**config.mk**
```make
export PLATFORM = sky130hd
export DESIGN_NAME = rq_host_ctrl
export DESIGN_NICKNAME = d
export VERILOG_FILES = /design/src/rtl/rq_host_pkg.sv /design/src/rtl/rq_beat_packer.sv /design/src/rtl/rq_host_ctrl.sv
export VERILOG_INCLUDE_DIRS = /design/src /design/src/rtl
export SDC_FILE = /design/constraint.sdc
export NUM_CORES = 1
export LEC_CHECK = 0
export BUFFER_PORTS_ARGS = -buffer_cell sky130_fd_sc_hd__buf_2
export CELL_PAD_IN_SITES_DETAIL_PLACEMENT = 1
export CELL_PAD_IN_SITES_GLOBAL_PLACEMENT = 2
export CORE_ASPECT_RATIO = 1.25
export CORE_MARGIN = 5
export CORE_UTILIZATION = 42
export CTS_BUF_LIST = sky130_fd_sc_hd__clkbuf_8
export CTS_CLUSTER_DIAMETER = 60
export DETAILED_ROUTE_END_ITERATION = 8
export PLACE_DENSITY = 0.95
export SYNTH_ARGS = -nofsm -noshare
export SYNTH_HDL_FRONTEND = slang
export SYNTH_SLANG_ARGS = --single-unit
export TNS_END_PERCENT = 50
```
**constraint.sdc**
```tcl
create_clock -name pclk -period 14.6 [get_ports pclk]
set_input_delay 0.73 -clock pclk [delete_from_list [all_inputs] [get_ports pclk]]
set_output_delay 0.73 -clock pclk [all_outputs]
set_load 0.01 [all_outputs]
```
**src/rtl/rq_host_consts.svh**
```systemverilog
`ifndef RQ_HOST_CONSTS_SVH
`define RQ_HOST_CONSTS_SVH
// ----------------------------------------------------------------
// register offsets (byte addresses, one aligned word each)
// ----------------------------------------------------------------
`define RQ_A_CTRL 8'h00
`define RQ_A_SIDE 8'h04
`define RQ_A_PLEN 8'h08
`define RQ_A_SEED 8'h0C
`define RQ_A_ABEAT 8'h10
`define RQ_A_STAT 8'h14
`define RQ_A_TAG 8'h18
`define RQ_A_DESC0 8'h20
`define RQ_A_DESC1 8'h24
`define RQ_A_DESC2 8'h28
`define RQ_A_DESC3 8'h2C
// ----------------------------------------------------------------
// field positions
// ----------------------------------------------------------------
`define RQ_CTRL_GO 0
`define RQ_CTRL_ALIGN 1
`define RQ_CTRL_ZLEN 2
`define RQ_CTRL_ABORT 3
`define RQ_CTRL_AEND 4
`define RQ_SIDE_HEAD 0
`define RQ_SIDE_TAIL 4
`define RQ_SIDE_OFF 8
`define RQ_STAT_BUSY 0
`define RQ_STAT_ERR_BE 1
`define RQ_STAT_ERR_SIZE 2
`define RQ_STAT_DONE 8
`define RQ_TAG_CNT 8
`define RQ_D_LEN 64
`define RQ_D_TYPE 75
`define RQ_D_TAG 96
// ----------------------------------------------------------------
// request type codes and limits
// ----------------------------------------------------------------
`define RQ_T_MEM_RD 4'h0
`define RQ_T_MEM_WR 4'h1
`define RQ_T_MSG_FIRST 4'hC
`define RQ_PAGE_DW 12'h400
`define RQ_DESC_DW 4
// ----------------------------------------------------------------
// reset values
// ----------------------------------------------------------------
`define RQ_RST_W32 32'h0000_0000
`define RQ_RST_W11 11'h000
`define RQ_RST_W8 8'h00
`define RQ_RST_TAG 6'h00
`endif

```
**src/rtl/rq_host_pkg.sv**
```systemverilog
package rq_host_pkg;
  // sideband that travels with the first beat of each request
  typedef struct packed {
    logic discontinue;
    logic [2:0] addr_offset;
    logic [3:0] tail_dword_byte_mask;
    logic [3:0] head_dword_byte_mask;
  } request_sideband_t;

  // gray along idle -> send -> done; done -> idle flips both bits
  typedef enum logic [1:0] {
    ST_IDLE = 2'b00,
    ST_SEND = 2'b01,
    ST_DONE = 2'b11
  } host_state_t;
endpackage

```
**src/rtl/rq_beat_packer.sv**
```systemverilog
`include "rq_host_consts.svh"
// builds the dword lanes of one beat from its index
module rq_beat_packer #(
  parameter int LANES = 8
) (
  input wire logic [7:0] beat,
  input wire logic aligned,
  input wire logic [2:0] offset,
  input wire logic [10:0] len,
  input wire logic [127:0] desc,
  input wire logic [31:0] seed,
  output logic [LANES*32-1:0] data,
  output logic [LANES-1:0] keep,
  output logic last,
  output logic pay_beat
);
  import rq_host_pkg::*;
  // descriptor beats: two on a 64-bit path, one on wider paths
  localparam int DB = (`RQ_DESC_DW + LANES - 1) / LANES;
  localparam logic [11:0] LW = 12'(LANES);
  logic [11:0] start;
  logic [11:0] total;
  logic [11:0] base;

  // ----------------------------------------------------------------
  // packet geometry
  // ----------------------------------------------------------------
  // aligned payload opens the beat after the descriptor, at any lane
  assign start = aligned ? 12'(DB * LANES) + {9'h000, offset}
                         : 12'(`RQ_DESC_DW);
  assign total = (len == 11'h000) ? 12'(`RQ_DESC_DW)
                                  : start + {1'b0, len};
  assign base = 12'({4'h0, beat}) * LW;
  assign last = (base + LW) >= total;
  assign pay_beat = (len != 11'h000) && ((base + LW) > start);

  // ----------------------------------------------------------------
  // lanes
  // ----------------------------------------------------------------
  for (genvar l = 0; l < LANES; l++) begin : g_lane
    logic [11:0] pos;
    assign pos = base + 12'(l);
    // keep runs unbroken from descriptor start to the payload end
    always_comb begin
      keep[l] = pos < total;
      if (pos < 12'(`RQ_DESC_DW)) begin
        data[32*l +: 32] = desc[32*pos[1:0] +: 32];
      end else if (pos >= start && pos < total) begin
        data[32*l +: 32] = seed + {20'h00000, pos - start};
      end else begin
        data[32*l +: 32] = 32'h0000_0000;
      end
    end
  end
endmodule

```
**src/rtl/rq_host_ctrl.sv**
```systemverilog
`include "rq_host_consts.svh"
// Behaviour
// - head and tail byte masks are driven valid from the first beat.
// - payload above the size limit or crossing 4 Kbyte is refused.
// - masks must be contiguous except memory writes of two dwords or less.
// - zero-length write sends one dummy dword with both masks zero.
// - aligned payload starts the beat after the descriptor, any lane.
// - aligned mode drives the first payload lane on the offset field.
// - reads are descriptor-only packets with the normal handshake.
// - descriptor-only packet is two beats on 64 bits, else one.
// - valid held all packet, last on final beat, keep over content.
// - zero-length read uses length one and both masks zero.
// - read offset picks the completion data start lane.
// - dword-aligned payload follows the descriptor with no gap.
// - I/O and config writes use head mask; atomics all bytes valid (here atomic masks pass as set).
// - aligned messages place payload at lane zero, offset zero.
// - after abort the packet may end at once or run to its end.
// - discontinue only with valid, held until ready is seen.
// - keep is contiguous and may hold zeros only in the last beat.
module rq_host_ctrl #(
  parameter int LANES = 8,
  parameter int MAX_PAYLOAD_DW = 256,
  parameter bit user_tag_mode_param = 1'b0
) (
  input wire logic pclk,
  input wire logic presetn,
  input wire logic psel,
  input wire logic penable,
  input wire logic pwrite,
  input wire logic [7:0] paddr,
  input wire logic [31:0] pwdata,
  output logic [31:0] prdata,
  output logic pready,
  output logic pslverr,
  output logic [LANES*32-1:0] request_stream_data,
  output logic [LANES-1:0] request_stream_keep,
  output logic request_stream_last,
  output logic request_stream_valid,
  input wire logic request_stream_ready,
  output rq_host_pkg::request_sideband_t request_sideband_bus,
  input wire logic [5:0] allocated_tag_out,
  input wire logic allocated_tag_strobe
);
  import rq_host_pkg::*;

  localparam logic [11:0] MAX_DW = 12'(MAX_PAYLOAD_DW);

  // ----------------------------------------------------------------
  // state
  // ----------------------------------------------------------------
  logic [4:1] ctrl_q, ctrl_d;
  logic [10:0] side_q, side_d;
  logic [10:0] plen_q, plen_d;
  logic [31:0] seed_q, seed_d;
  logic [7:0] abeat_q, abeat_d;
  logic [127:0] desc_q, desc_d;
  logic go_q, go_d;
  logic err_be_q, err_be_d;
  logic err_size_q, err_size_d;
  logic [7:0] done_q, done_d;
  logic [5:0] last_tag_q, last_tag_d;
  logic [7:0] tag_cnt_q, tag_cnt_d;
  logic [5:0] user_tag_q, user_tag_d;
  logic [31:0] prdata_q, prdata_d;
  logic pready_q, pready_d;
  logic pslverr_q, pslverr_d;
  host_state_t st_q, st_d;
  logic [7:0] beat_q, beat_d;
  logic valid_q, valid_d;
  logic last_q, last_d;
  logic [LANES*32-1:0] data_q, data_d;
  logic [LANES-1:0] keep_q, keep_d;
  request_sideband_t sb_q, sb_d;

  // ----------------------------------------------------------------
  // request decode
  // ----------------------------------------------------------------
  logic [3:0] rtype;
  logic is_wr, is_rd, is_msg, zlen, busy;
  logic [10:0] eff_len;
  logic [3:0] head_m, tail_m;
  logic [2:0] eff_off;
  logic [127:0] eff_desc;
  logic be_bad, size_bad;

  function automatic logic contig4(input logic [3:0] m);
    logic [4:0] low;
    low = {1'b0, m & (~m + 4'h1)};
    return (({1'b0, m} + low) & {1'b0, m}) == 5'h00;
  endfunction

  assign rtype = desc_q[`RQ_D_TYPE +: 4];
  assign is_wr = rtype == `RQ_T_MEM_WR;
  assign is_rd = rtype == `RQ_T_MEM_RD;
  assign is_msg = rtype >= `RQ_T_MSG_FIRST;
  assign zlen = ctrl_q[`RQ_CTRL_ZLEN] & (is_wr | is_rd);
  assign busy = (st_q != ST_IDLE) | go_q;

  // zero-length write carries one dummy dword, reads carry none
  always_comb begin
    if (zlen | is_rd) begin
      eff_len = is_wr ? 11'h001 : 11'h000;
    end else begin
      eff_len = plen_q;
    end
  end

  // masks cleared for zero-length and messages; atomics pass as set
  assign head_m = (zlen | is_msg) ? 4'h0 : side_q[`RQ_SIDE_HEAD +: 4];
  assign tail_m = (zlen | is_msg) ? 4'h0 : side_q[`RQ_SIDE_TAIL +: 4];
  // messages in aligned mode go to lane zero
  assign eff_off = (!ctrl_q[`RQ_CTRL_ALIGN] | is_msg) ? 3'h0
                 : side_q[`RQ_SIDE_OFF +: 3];

  // descriptor with length forced to one for zero-length and own tag
  always_comb begin
    eff_desc = desc_q;
    if (zlen) begin
      eff_desc[`RQ_D_LEN +: 11] = 11'h001;
    end
    if (user_tag_mode_param && !is_wr && !is_msg) begin
      eff_desc[`RQ_D_TAG +: 6] = user_tag_q;
    end
  end

  // mask shape check; short memory writes may be scattered
  assign be_bad = !(zlen | is_msg) && !(is_wr && eff_len <= 11'h002) &&
                  !(contig4(head_m) && contig4(tail_m));
  // payload size and page crossing check
  assign size_bad = (eff_len != 11'h000) &&
                    (({1'b0, eff_len} > MAX_DW) ||
                     ({2'b00, desc_q[11:2]} + {1'b0, eff_len} >
                      `RQ_PAGE_DW));

  // ----------------------------------------------------------------
  // beat builder
  // ----------------------------------------------------------------
  logic [7:0] pk_beat;
  logic [LANES*32-1:0] pk_data;
  logic [LANES-1:0] pk_keep;
  logic pk_last, pk_pay;

  // always build the beat that is to be presented next
  assign pk_beat = (st_q == ST_IDLE) ? 8'h00 : beat_q + 8'h01;

  rq_beat_packer #(
    .LANES(LANES)
  ) u_packer (
    .beat(pk_beat),
    .aligned(ctrl_q[`RQ_CTRL_ALIGN]),
    .offset(eff_off),
    .len(eff_len),
    .desc(eff_desc),
    .seed(seed_q),
    .data(pk_data),
    .keep(pk_keep),
    .last(pk_last),
    .pay_beat(pk_pay)
  );

  // ----------------------------------------------------------------
  // apb slave: one wait-free access phase per transfer
  // ----------------------------------------------------------------
  logic setup, wr_en, hit;
  logic [31:0] rd_word;
  assign setup = psel & ~penable;
  assign wr_en = psel & penable & pready_q & pwrite;

  // read mux, unmapped words read as zero and flag an error
  always_comb begin
    hit = 1'b1;
    rd_word = 32'h0000_0000;
    unique case (paddr)
      `RQ_A_CTRL: rd_word = {27'h0000000, ctrl_q, 1'b0};
      `RQ_A_SIDE: rd_word = {21'h000000, side_q};
      `RQ_A_PLEN: rd_word = {21'h000000, plen_q};
      `RQ_A_SEED: rd_word = seed_q;
      `RQ_A_ABEAT: rd_word = {24'h000000, abeat_q};
      `RQ_A_STAT: rd_word = {16'h0000, done_q, 5'h00, err_size_q,
                             err_be_q, busy};
      `RQ_A_TAG: rd_word = {16'h0000, tag_cnt_q, 2'h0, last_tag_q};
      `RQ_A_DESC0: rd_word = desc_q[31:0];
      `RQ_A_DESC1: rd_word = desc_q[63:32];
      `RQ_A_DESC2: rd_word = desc_q[95:64];
      `RQ_A_DESC3: rd_word = desc_q[127:96];
      default: hit = 1'b0;
    endcase
  end

  // answer registered in setup so that pready rises in the access cycle
  always_comb begin
    pready_d = setup;
    pslverr_d = setup & ~hit;
    prdata_d = (setup & ~pwrite) ? rd_word : prdata_q;
  end

  // ----------------------------------------------------------------
  // configuration and status registers
  // ----------------------------------------------------------------
  logic set_be, set_size, pkt_done;

  // setup fields are frozen while a packet is in flight
  always_comb begin
    ctrl_d = ctrl_q;
    side_d = side_q;
    plen_d = plen_q;
    seed_d = seed_q;
    abeat_d = abeat_q;
    desc_d = desc_q;
    go_d = 1'b0;
    if (wr_en && !busy) begin
      unique case (paddr)
        `RQ_A_CTRL: begin
          ctrl_d = pwdata[4:1];
          go_d = pwdata[`RQ_CTRL_GO];
        end
        `RQ_A_SIDE: side_d = pwdata[10:0];
        `RQ_A_PLEN: plen_d = pwdata[10:0];
        `RQ_A_SEED: seed_d = pwdata;
        `RQ_A_ABEAT: abeat_d = pwdata[7:0];
        `RQ_A_DESC0: desc_d[31:0] = pwdata;
        `RQ_A_DESC1: desc_d[63:32] = pwdata;
        `RQ_A_DESC2: desc_d[95:64] = pwdata;
        `RQ_A_DESC3: desc_d[127:96] = pwdata;
        default: ;
      endcase
    end
  end

  // error flags: write one to clear, a new error in the same cycle wins
  always_comb begin
    logic w_stat;
    w_stat = wr_en && (paddr == `RQ_A_STAT);
    err_be_d = (err_be_q & ~(w_stat & pwdata[`RQ_STAT_ERR_BE])) | set_be;
    err_size_d = (err_size_q & ~(w_stat & pwdata[`RQ_STAT_ERR_SIZE])) |
                 set_size;
    done_d = pkt_done ? done_q + 8'h01 : done_q;
    user_tag_d = user_tag_q;
    if (pkt_done && !is_wr && !is_msg) begin
      user_tag_d = user_tag_q + 6'h01;
    end
  end

  // tags arrive in request order, so the latest one names the newest
  always_comb begin
    last_tag_d = allocated_tag_strobe ? allocated_tag_out : last_tag_q;
    tag_cnt_d = allocated_tag_strobe ? tag_cnt_q + 8'h01 : tag_cnt_q;
  end

  // ----------------------------------------------------------------
  // request stream sequencer
  // ----------------------------------------------------------------
  logic take, disc_now;
  assign take = valid_q & request_stream_ready;
  // abort starts at the chosen beat, only where payload is carried
  assign disc_now = ctrl_q[`RQ_CTRL_ABORT] & pk_pay & (pk_beat >= abeat_q);

  always_comb begin
    st_d = st_q;
    beat_d = beat_q;
    valid_d = valid_q;
    last_d = last_q;
    data_d = data_q;
    keep_d = keep_q;
    sb_d = sb_q;
    set_be = 1'b0;
    set_size = 1'b0;
    pkt_done = 1'b0;
    unique case (st_q)
      ST_IDLE: begin
        if (go_q) begin
          set_be = be_bad;
          set_size = size_bad;
          if (!be_bad && !size_bad) begin
            st_d = ST_SEND;
            beat_d = 8'h00;
            valid_d = 1'b1;
            data_d = pk_data;
            keep_d = pk_keep;
            last_d = pk_last | (disc_now & ctrl_q[`RQ_CTRL_AEND]);
            // masks and offset go out with the first beat
            sb_d.head_dword_byte_mask = head_m;
            sb_d.tail_dword_byte_mask = tail_m;
            sb_d.addr_offset = eff_off;
            sb_d.discontinue = disc_now;
          end
        end
      end
      ST_SEND: begin
        // everything holds while ready is low, valid never drops
        if (take) begin
          if (last_q) begin
            st_d = ST_DONE;
            valid_d = 1'b0;
            last_d = 1'b0;
            keep_d = '0;
            sb_d.discontinue = 1'b0;
          end else begin
            beat_d = beat_q + 8'h01;
            data_d = pk_data;
            keep_d = pk_keep;
            // once raised, discontinue stays up for the rest
            sb_d.discontinue = sb_q.discontinue | disc_now;
            last_d = pk_last | ((sb_q.discontinue | disc_now) &
                     ctrl_q[`RQ_CTRL_AEND]);
          end
        end
      end
      ST_DONE: begin
        st_d = ST_IDLE;
        pkt_done = 1'b1;
      end
      default: st_d = ST_IDLE;
    endcase
  end

  // ----------------------------------------------------------------
  // registers
  // ----------------------------------------------------------------
  always_ff @(posedge pclk or negedge presetn) begin
    if (!presetn) begin
      ctrl_q <= 4'h0;
      side_q <= `RQ_RST_W11;
      plen_q <= `RQ_RST_W11;
      seed_q <= `RQ_RST_W32;
      abeat_q <= `RQ_RST_W8;
      desc_q <= '0;
      go_q <= 1'b0;
      err_be_q <= 1'b0;
      err_size_q <= 1'b0;
      done_q <= `RQ_RST_W8;
      last_tag_q <= `RQ_RST_TAG;
      tag_cnt_q <= `RQ_RST_W8;
      user_tag_q <= `RQ_RST_TAG;
      prdata_q <= `RQ_RST_W32;
      pready_q <= 1'b0;
      pslverr_q <= 1'b0;
      st_q <= ST_IDLE;
      beat_q <= `RQ_RST_W8;
      valid_q <= 1'b0;
      last_q <= 1'b0;
      data_q <= '0;
      keep_q <= '0;
      sb_q <= '0;
    end else begin
      ctrl_q <= ctrl_d;
      side_q <= side_d;
      plen_q <= plen_d;
      seed_q <= seed_d;
      abeat_q <= abeat_d;
      desc_q <= desc_d;
      go_q <= go_d;
      err_be_q <= err_be_d;
      err_size_q <= err_size_d;
      done_q <= done_d;
      last_tag_q <= last_tag_d;
      tag_cnt_q <= tag_cnt_d;
      user_tag_q <= user_tag_d;
      prdata_q <= prdata_d;
      pready_q <= pready_d;
      pslverr_q <= pslverr_d;
      st_q <= st_d;
      beat_q <= beat_d;
      valid_q <= valid_d;
      last_q <= last_d;
      data_q <= data_d;
      keep_q <= keep_d;
      sb_q <= sb_d;
    end
  end

  // outputs straight from flops
  assign prdata = prdata_q;
  assign pready = pready_q;
  assign pslverr = pslverr_q;
  assign request_stream_data = data_q;
  assign request_stream_keep = keep_q;
  assign request_stream_last = last_q;
  assign request_stream_valid = valid_q;
  assign request_sideband_bus = sb_q;
endmodule

```
# [After elaboration in Yosys (flattened, before gate mapping)]
# Cells that the tools add are included.
[classes] n_eq_ne=18 magnitude_cmp=31 add_sub_neg=34 n_bitwise=37 n_mux=69 n_reduce_logical=49 n_shift=7
[ops] cell="256-bit 2-to-1 mux" count=4
[ops] cell="128-bit by 8-bit variable part select with 32-bit output" count=7
[ops] cell="32-bit 2-to-1 mux" count=16
[ops] cell="256-bit case mux with 2 select lines" count=1
[ops] cell="32-bit case mux with 11 select lines" count=1
[ops] cell="32-bit by 12-bit adder with 32-bit output" count=8
[ops] cell="12-bit >= comparator" count=8
[ops] cell="12-bit < comparator" count=7
[ops] cell="12-bit by 3-bit < comparator with 1-bit output, second input constant" count=7
[ops] cell="12-bit subtractor" count=7
[ops] cell="8-bit 2-to-1 mux" count=9
[ops] cell="11-bit by 3-bit adder with 12-bit output, second input constant" count=4
[ops] cell="12-bit 2-to-1 mux" count=4
[ops] cell="8-bit by 6-bit equality test with 1-bit output, second input constant" count=4
[ops] cell="8-bit case mux with 2 select lines" count=2
[ops] cell="11-bit by 2-bit adder with 12-bit output, second input constant" count=2
[ops] cell="8-bit by 1-bit adder with 8-bit output, second input constant" count=3
[ops] cell="8-bit by 5-bit equality test with 1-bit output, second input constant" count=3
[ops] cell="11-bit 2-to-1 mux" count=2
[ops] cell="1-bit 2-to-1 mux" count=19
[ops] cell="2-bit AND reduction" count=9
[ops] cell="1-bit logical AND" count=17
[ops] cell="1-bit AND" count=16
[ops] cell="8-bit by 4-bit equality test with 1-bit output, second input constant" count=2
[ops] cell="other kinds (46)" count=83
[word_totals] in_bits=53 ff_bits=541

# [Logic depth before layout (Yosys ltp)]
# Gate-level depths: netlist (run 1).
[depth] depth_word=19 depth_mapped=27

# [Hierarchy]
# Synthesis (run 1) repeated with hierarchy kept, for this count alone.
[unflattened] cells_unflattened=3354 area_unflattened_um2=33251.9
[by_module_without_submodules] module="rq_host_ctrl" seq_area_each_um2=13538.0 cells_per_inst=1629 n_inst=1 area_each_um2=22704.3
[by_module_without_submodules] module="rq_beat_packer" seq_area_each_um2=0.0 cells_per_inst=1725 n_inst=1 area_each_um2=10547.6

# [Worst setup path after synthesis (run 1)]
# Ideal clock, no wire load.
[synth_path] path_kind="reg2reg" startpoint="register desc_q[78]" endpoint="register data_q[126] (netlist: request_stream_data[126])" t_arrival_ns=5.184 path_slack_ns=9.334 period_less_slack_ns=5.266 required_time_ns=14.518 stages_incl_launch_ff=25 path_buffers=4 path_cell_list="dfrtp_1 > buf_2 > nor3_2 > nand2_1 > clkbuf_1 > nand2_1 > inv_1 > ha_1 > a21o_1 > a21o_1 > maj3_1 > or3b_2 > nor4bb_1 > xnor2_1 > ha_1 > o21a_1 > o21a_1 > o21ai_0 > o211ai_1 > nand3_1 > buf_2 > nand2_1 > clkbuf_1 > or3_1 > a31oi_1"
[synth_between] elab_chain_cells=18 word_cells_on_any_way=61 cone_classes="9 x add/sub; 6 x order compare; 2 x eq/ne; 14 x mux; 11 x bitwise; 19 x reduce/logical"
[synth_rtl] element="from (decl)" line_no="rq_host_ctrl.sv:56" source="logic [127:0] desc_q, desc_d;"
[synth_rtl] element="from (signal assigned)" line_no="rq_host_ctrl.sv:351" source="desc_q <= desc_d;"
[synth_rtl] element="parallel branches: the longest is 18 deep, another holds 32-bit by 12-bit adder with 32-bit output"
[synth_rtl] element="to (signal assigned)" line_no="rq_host_ctrl.sv:366" source="data_q <= data_d;"
[synth_rtl] element="to (decl)" line_no="rq_host_ctrl.sv:71" source="logic [LANES*32-1:0] data_q, data_d;"
# Several ways; the timed one is not identified. The select of a mux whose other input is x is not followed.
# A chain may end at the register's enable or synchronous reset.

# [Final worst setup path (run 1)]
[layout_path] startpoint="register desc_q[76]" endpoint="register data_q[25] (netlist: request_stream_data[25])"
[layout_between] elab_chain_cells=18 word_cells_on_any_way=61 cone_classes="9 x add/sub; 6 x order compare; 2 x eq/ne; 14 x mux; 11 x bitwise; 19 x reduce/logical"
[layout_rtl] element="parallel branches: the longest is 18 deep, another holds 32-bit by 12-bit adder with 32-bit output"
# Several ways; the timed one is not identified. The select of a mux whose other input is x is not followed.

==> run metrics, run 1 <==
Vias/cell 6.200; drt pass-1 iters 9; Layout area overhead 14.41%; Port-buffer cells 364; Worst Setup Start Kind flop; Fmax 141.1 MHz; via count 29800; number of global-route vias before repair 31190; Root Driver clkbuf_8; CP arrival 7710 ps; Worst IR Drop VDD 0.00006770 V; commonest non-fill, non-tap cell in the layout dfrtp_1; CTS tree yes; Post-Synthesis Net Count 3552; Synth warnings 0; Clock transition at path regs 70 ps; status complete, but fails checks; # setup viols final 0; simple-gate area share of the yosys netlist 12.99%; mux contribution to synthesized area 13.73%; NumNets Final 3879; # IOs 365; Syn Inst Count 3351; worst hold path class in2async; CTS resizes 0; Tmin final 7086 ps; compound-gate portion of the synthesized area 15.18%; CP Capture Type flop; final antenna-violating net count 0; slew margin rel. 17.44%; pin count of the biggest net entering global routing 172; worst endpoint required time 15230 ps; Post-synth ARST share 100.0%; synthesized area 33240 µm²; RD Place Congestion 0.9406; Crit Path Class reg2reg; Fin Setup TNS 0 ps; main flop type after synthesis dfrtp_1; core footprint 78560 µm²; Hold WS -14.37 ps; Slew Limit Fails 0; Synth Register Bits 541; hpwl dp 102.3 mm; total CTS buffers 93; most frequent cells in the layout 541 x dfrtp_1, 363 x buf_2, 297 x mux2_2; antenna violations before repair 12; Pleak 0.01833 µW; first-pass GRT wire length 207.2 mm; Syn Area/Cell 9.920 µm²; clk_skew 54.67 ps; critical path peak fanout 32; maxcap violations 0; Wirelength per Cell 29.42 µm; Sinks on Clock Net 541; largest family of logic cells by synthesized area compound AO/OA/AOI/OAI gates; Post-synth EDFFs 0; Final period util 48.53%; # H-tree levels 3; post-synthesis adder-cell area fraction 5.842%; Pwr per Cell Area 86.23 nW/µm²; post-route core utilization 48.41%; hold-fix buffers at CTS 0; RSZ-0062 raised after global routing no; Seq/Total Area, Yosys 40.73%; die width 261.6 µm; Clock Latency Late Sink 760 ps; Initial Util 42.31%; failing checks hold timing; Post-CTS Setup Inserts 0; GRT overflow 0; Rows 115; Least-Margin Pin Slew 1234 ps; clk buf depth 3; post-synthesis xor/xnor area fraction 7.773%; post-route cell area 38030 µm²; Die Y-Extent 324.5 µm; Synth cell types 85; placed inst area 36030 µm²; DRC violation count after routing 0; Total GRT Usage 32.26%; WL final 141.4 mm; layout cells sized above 1 24.55%; full die area 84910 µm²; Final Hold Fails 4; drt initial violations 3065
## stage by stage
stage	cells	worst slack, ps	hold WS, ps	total power, µW
floorplan	3351	9334	434.4	1673
global placement	4636	7952	458.2	1785
detailed placement	4636	7643	463.3	1793
CTS	4801	7577	18.17	3296
global route	4806	6980	66.92	3384
finish	4807	7514	-14.37	3280
## final timing paths
path,from,endpoint,slack [ps],depth (start not counted)
max,desc_q[76],request_stream_data[25],7510,21
min,presetn,request_sideband_bus[0],-10,1
max reg2reg,desc_q[76],request_stream_data[25],7510,21
min reg2reg,request_stream_data[136],request_stream_data[136],480,1
max in group asynchronous,presetn,request_stream_data[242],11740,4
min in group pclk,allocated_tag_out[1],last_tag_q[1],210,2
## critical path: stages (launching register included)
cell,delay (ps)
dfrtp_1,470
nor3_2,420
nand2_1,500
nand2_1,330
inv_1,100
ha_1,290
a21o_1,110
a21o_1,150
maj3_1,220
or3b_2,490
nor4bb_1,410
xnor2_1,150
ha_1,310
o21a_1,120
o21a_1,100
o21ai_0,220
o211ai_1,220
nand3_1,360
a31oi_1,350
a211o_1,970
o21ai_0,300
mux2_2,330
## power by group
| part | total (µW) | switching [µW] | internal [µW] |
|---|---|---|---|
| Clock | 1510 | 688 | 820 |
| Sequential | 1570 | 39.5 | 1530 |
| Combinational | 198 | 134 | 64.0 |
## area by class of cell
type	count	area, µm²
Clock buffer	119	1638
Inverter	88	330.3
Tap cell	1053	1318
Multi-Input combinational cell	2527	18510
Fill cell	9049	40530
Antenna cell	6	15.01
Sequential cell	541	13540
Clock inverter	46	352.8
Timing Repair Buffer	427	2330
## flip-flops by register name (all words and copies together), names as in the netlist, 4 cells and up
signal	count
request_stream_data	256
desc_q	128
prdata	32
seed_q	32
request_sideband_bus	12
plen_q	11
side_q	11
abeat_q	8
beat_q	8
done_q	8
request_stream_keep	8
tag_cnt_q	8
last_tag_q	6
ctrl_q	4
## cell usage after synthesis, drive strengths merged, types with 12 or more instances
cell type / n / area share, %
dfrtp: 541 / 41
mux2: 399 / 14
nand2: 296 / 3.3
nor2: 255 / 2.9
o21ai: 177 / 2.7
xnor2: 172 / 4.5
clkbuf: 140 / 1.6
ha: 140 / 5.3
a21oi: 137 / 2.1
xor2: 123 / 3.2
nand3: 88 / 1.3
inv: 86 / 0.97
nor3: 64 / 0.99
a31oi: 59 / 1.1
buf: 55 / 1.2
a22oi: 42 / 0.95
or3: 41 / 0.77
o31ai: 35 / 0.79
o2bb2ai: 32 / 0.84
nand2b: 31 / 0.58
a21o: 30 / 0.68
and3: 29 / 0.55
a222oi: 27 / 0.81
nand4: 26 / 0.51
o21a: 26 / 0.59
a22o: 25 / 0.66
and2: 25 / 0.47
a221oi: 23 / 0.61
a211oi: 22 / 0.50
nor2b: 19 / 0.36
nor4: 13 / 0.26
o21bai: 13 / 0.29
or2: 13 / 0.24
o211ai: 12 / 0.27
## routing by layer
layer	global-route usage (%)	wire length, µm	up-vias
met4	14.69	7121	8
li1	-	-	12730
met5	0	60	-
met2	50.34	64320	1579
met1	42.04	55880	15110
met3	8.491	14020	384
## logic make-up (layout without fill, tap and decap cells)
logic type                 Yosys count  after routing
buffers and inverters              283            680
xor gates and xnor gates           295            295
AOI/OAI and AO/OA                  747            747
DFF                                541            541
other                                0              6
muxes                              406            406
and+or+nand+nor                    928            928
adders and majority gates          151            151
No activity file was read; power rests on OpenSTA's default activity.
==> run 2, diff against run 1 <==
--- a/config.mk
+++ b/config.mk
@@ -11,11 +11,11 @@
 export CELL_PAD_IN_SITES_GLOBAL_PLACEMENT = 2
 export CORE_ASPECT_RATIO = 1.25
 export CORE_MARGIN = 5
-export CORE_UTILIZATION = 42
+export CORE_UTILIZATION = 39
 export CTS_BUF_LIST = sky130_fd_sc_hd__clkbuf_8
 export CTS_CLUSTER_DIAMETER = 60
 export DETAILED_ROUTE_END_ITERATION = 8
-export PLACE_DENSITY = 0.95
+export PLACE_DENSITY = 0.91
 export SYNTH_ARGS = -nofsm -noshare
 export SYNTH_HDL_FRONTEND = slang
 export SYNTH_SLANG_ARGS = --single-unit
==> constraint.sdc (replaced) <==
create_clock -name pclk -period 7.4 [get_ports pclk]
set_input_delay 0.37 -clock pclk [delete_from_list [all_inputs] [get_ports pclk]]
set_output_delay 0.37 -clock pclk [all_outputs]
set_load 0.01 [all_outputs]
==> run 2 against run 1 <==
Against the previous run: the run now ends clean; cell area up 1.3%; sequential power grew 97%; clock power is 87% higher; routed wire length rose by 0.71%; cell count is 1.9% higher; via count fell by 0.44%; count of clock-buffer cells in the layout grew 2; core utilization fell by 2.8 points; critical path type unchanged; largest cell class unchanged.
==> run metrics, run 2 (synthesized netlist as in run 1, its figures left out) <==
status finished clean; drt initial violations 2776 (-9.4%); Worst Setup Start Kind flop; Vias/cell 6.060 (-2.3%); commonest non-fill, non-tap cell in the layout dfrtp_1; Int Pwr 4661 µW (+93%); Net Sw Power 1674 µW (+94%); hpwl dp 105.7 mm (+3.3%); register area 13540 µm² (unchanged); pin count of the biggest net entering global routing 169 (-1.7%); layout cells sized above 1 24.89% (+0.34 points); critical path peak fanout 32 (unchanged); Least-Margin Pin Slew 1182 ps (-52.15 ps); Slew Limit Fails 0 (unchanged); reg-to-reg startpoint desc_q[76]; GRT overflow 0 (unchanged); RD Place Congestion 0.9440 (+0.36%); NumNets Final 3934 (+1.4%); CTS tree yes; Final period util 89.94% (+41 points); first-pass GRT wire length 208.5 mm (+0.62%); die width 271.1 µm (+3.6%); max reg flops 256 (unchanged); Fmax 150.2 MHz (+6.5%); Worst IR Drop VDD 0.0001502 V (+120%); # setup viols final 0 (unchanged); worst hold path class in2reg; Layout Cells excl Fill 4896 (+1.9%); clk buf depth 3 (unchanged); power share of the clock group 44.6% (-1.4 points); combinational power share 6.4% (+0.4 points); Clock transition at path regs 70 ps (about the same); drt pass-1 iters 8 (-1); slew margin rel. 20.60% (+3.2 points); CP arrival 7260 ps (-450 ps); most frequent cells in the layout 541 x dfrtp_1, 363 x buf_2, 297 x mux2_2; sequential power share 49.0% (+1.0 points); final antenna-violating net count 0 (unchanged); CTS resizes 0 (unchanged); FF-to-FF End request_stream_data[19]; worst endpoint required time 8000 ps (-7230 ps); Pleak 0.01855 µW (+1.2%); Pwr per Cell Area 164.4 nW/µm² (+91%); worst r2r path cells 19 (-9.5%); Sinks on Clock Net 541 (unchanged); Port-buffer cells 364 (unchanged); Post-CTS Setup Inserts 0 (unchanged); Hold Path Sink pready; Max stage delay cell, worst path a211o_1; Total GRT Usage 30.23% (-2.0 points); Crit Path Class reg2reg; # H-tree levels 3 (unchanged); dpl cells 4697 (+1.3%); post-route core utilization 45.66% (-2.8 points); reg2reg setup slack 740 ps (-6770 ps); FILL cells 9554 (+5.6%); Sw Ratio 26.42% (+0.14 points); Die Y-Extent 336.4 µm (+3.7%); Wirelength per Cell 29.09 µm (-1.1%); Final Hold Fails 0 (-4); # IOs 365 (unchanged); Clock Latency Late Sink 730 ps (-30 ps); antenna violations before repair 5 (-7); DRC violation count after routing 0 (unchanged); Root Driver clkbuf_8; critical path's largest stage delay 930 ps (-40 ps); Fin Setup TNS 0 ps (unchanged); Tmin final 6656 ps (-430.1 ps); full die area 91210 µm² (+7.4%); Worst Hold Depth 3; maxcap violations 0 (unchanged); via count 29670 (-0.44%); CP Capture Type flop; Initial Util 39.38% (-2.9 points); WL final 142.4 mm (+0.71%); Layout area overhead 15.96%; multi-input combinational cell area 18500 µm² (about the same); core footprint 84420 µm² (+7.5%); total CTS buffers 91 (-2.2%); number of global-route vias before repair 30780 (-1.3%); hold_sp psel; clk_skew 29.78 ps (-24.89 ps); Rows 119 (+3.5%); RSZ-0062 raised after global routing no; crit path cell chain or3_1 > nor2_1 > nor2_1 > ha_1 > a21o_1 > maj3_1 > or3b_2 > nor4bb_1 > xnor2_1 > ha_1 > o21a_1 > o21a_1 > o21ai_0 > o211ai_1 > nand3_1 > a31oi_1 > a211o_1 > o21ai_0 > mux2_2
==> run 2: layout make-up <==
| cell class | count | area share [%] |
|---|---|---|
| clock inverter | 44 | 0.6070 |
| timing repair buffer | 484 | 7.557 |
| multi-input combinational | 2527 | 47.99 |
| tap | 1089 | 3.535 |
| antenna | 2 | 0.01298 |
| inverter | 88 | 0.8569 |
| clock buffer | 121 | 4.320 |
| sequential | 541 | 35.12 |
==> run 2: worst max path at each step <==
stage,start,endpoint,slack [ps],cells after the start
final,desc_q[76],request_stream_data[19],740,19
after global routing,desc_q[78],request_stream_data[19],330,22
after CTS,desc_q[78],request_stream_data[19],820,19
after detailed placement,desc_q[78],request_stream_data[19],810,19
after global placement,desc_q[78],request_stream_data[10],970,19
after floorplan,desc_q[78],request_stream_data[126],2130,24
==> run 2: worst max-delay path, delay by kind of cell (launching register included) <==
family                     cells  cell delay (ps)
xor gates and xnor gates       1              160
AOI/OAI and AO/OA              8             2350
DFF                            1              470
and+or+nand+nor                6             2340
muxes                          1              320
adders and majority gates      3              880
==> run 2: layer usage <==
metal | vias to the layer above | GRT usage, % | share of wire (%)
met5 | - | 0 | 0
met1 | 15180 | 39.77 | 41
li1 | 12810 | - | -
met3 | 295 | 7.196 | 8.5
met2 | 1386 | 48.53 | 46
met4 | 0 | 11.92 | 4.3
==> run 2: stage by stage <==
stage                     cell area (µm²)  hold slack, ps  setup WS (ps)  total power, µW
after CTS                           38540           1.256          819.6             6382
after global placement              36320           382.1          969.9             3528
after floorplan                     33240           74.41           2134             3301
after global routing                38550           35.57          326.5             6553
after detailed placement            36320           383.3          809.7             3542
final                               38550           24.89          744.1             6335
==> run 2: power by group through the flow <==
stage | Sequential [µW] | Clock, µW | Combinational, µW
2_1_floorplan | 3140 | 0 | 162
3_3_place_gp | 3150 | 0 | 379
3_5_place_dp | 3150 | 0 | 391
4_1_cts | 3100 | 2880 | 408
5_1_grt | 3100 | 3000 | 446
6_report | 3100 | 2830 | 406
==> run 2: what timing repair did <==
item                                    CTS  global route
endpoints found under the setup margin    0             0
hold endpoints to repair                184             0
hold buffers                             32             0
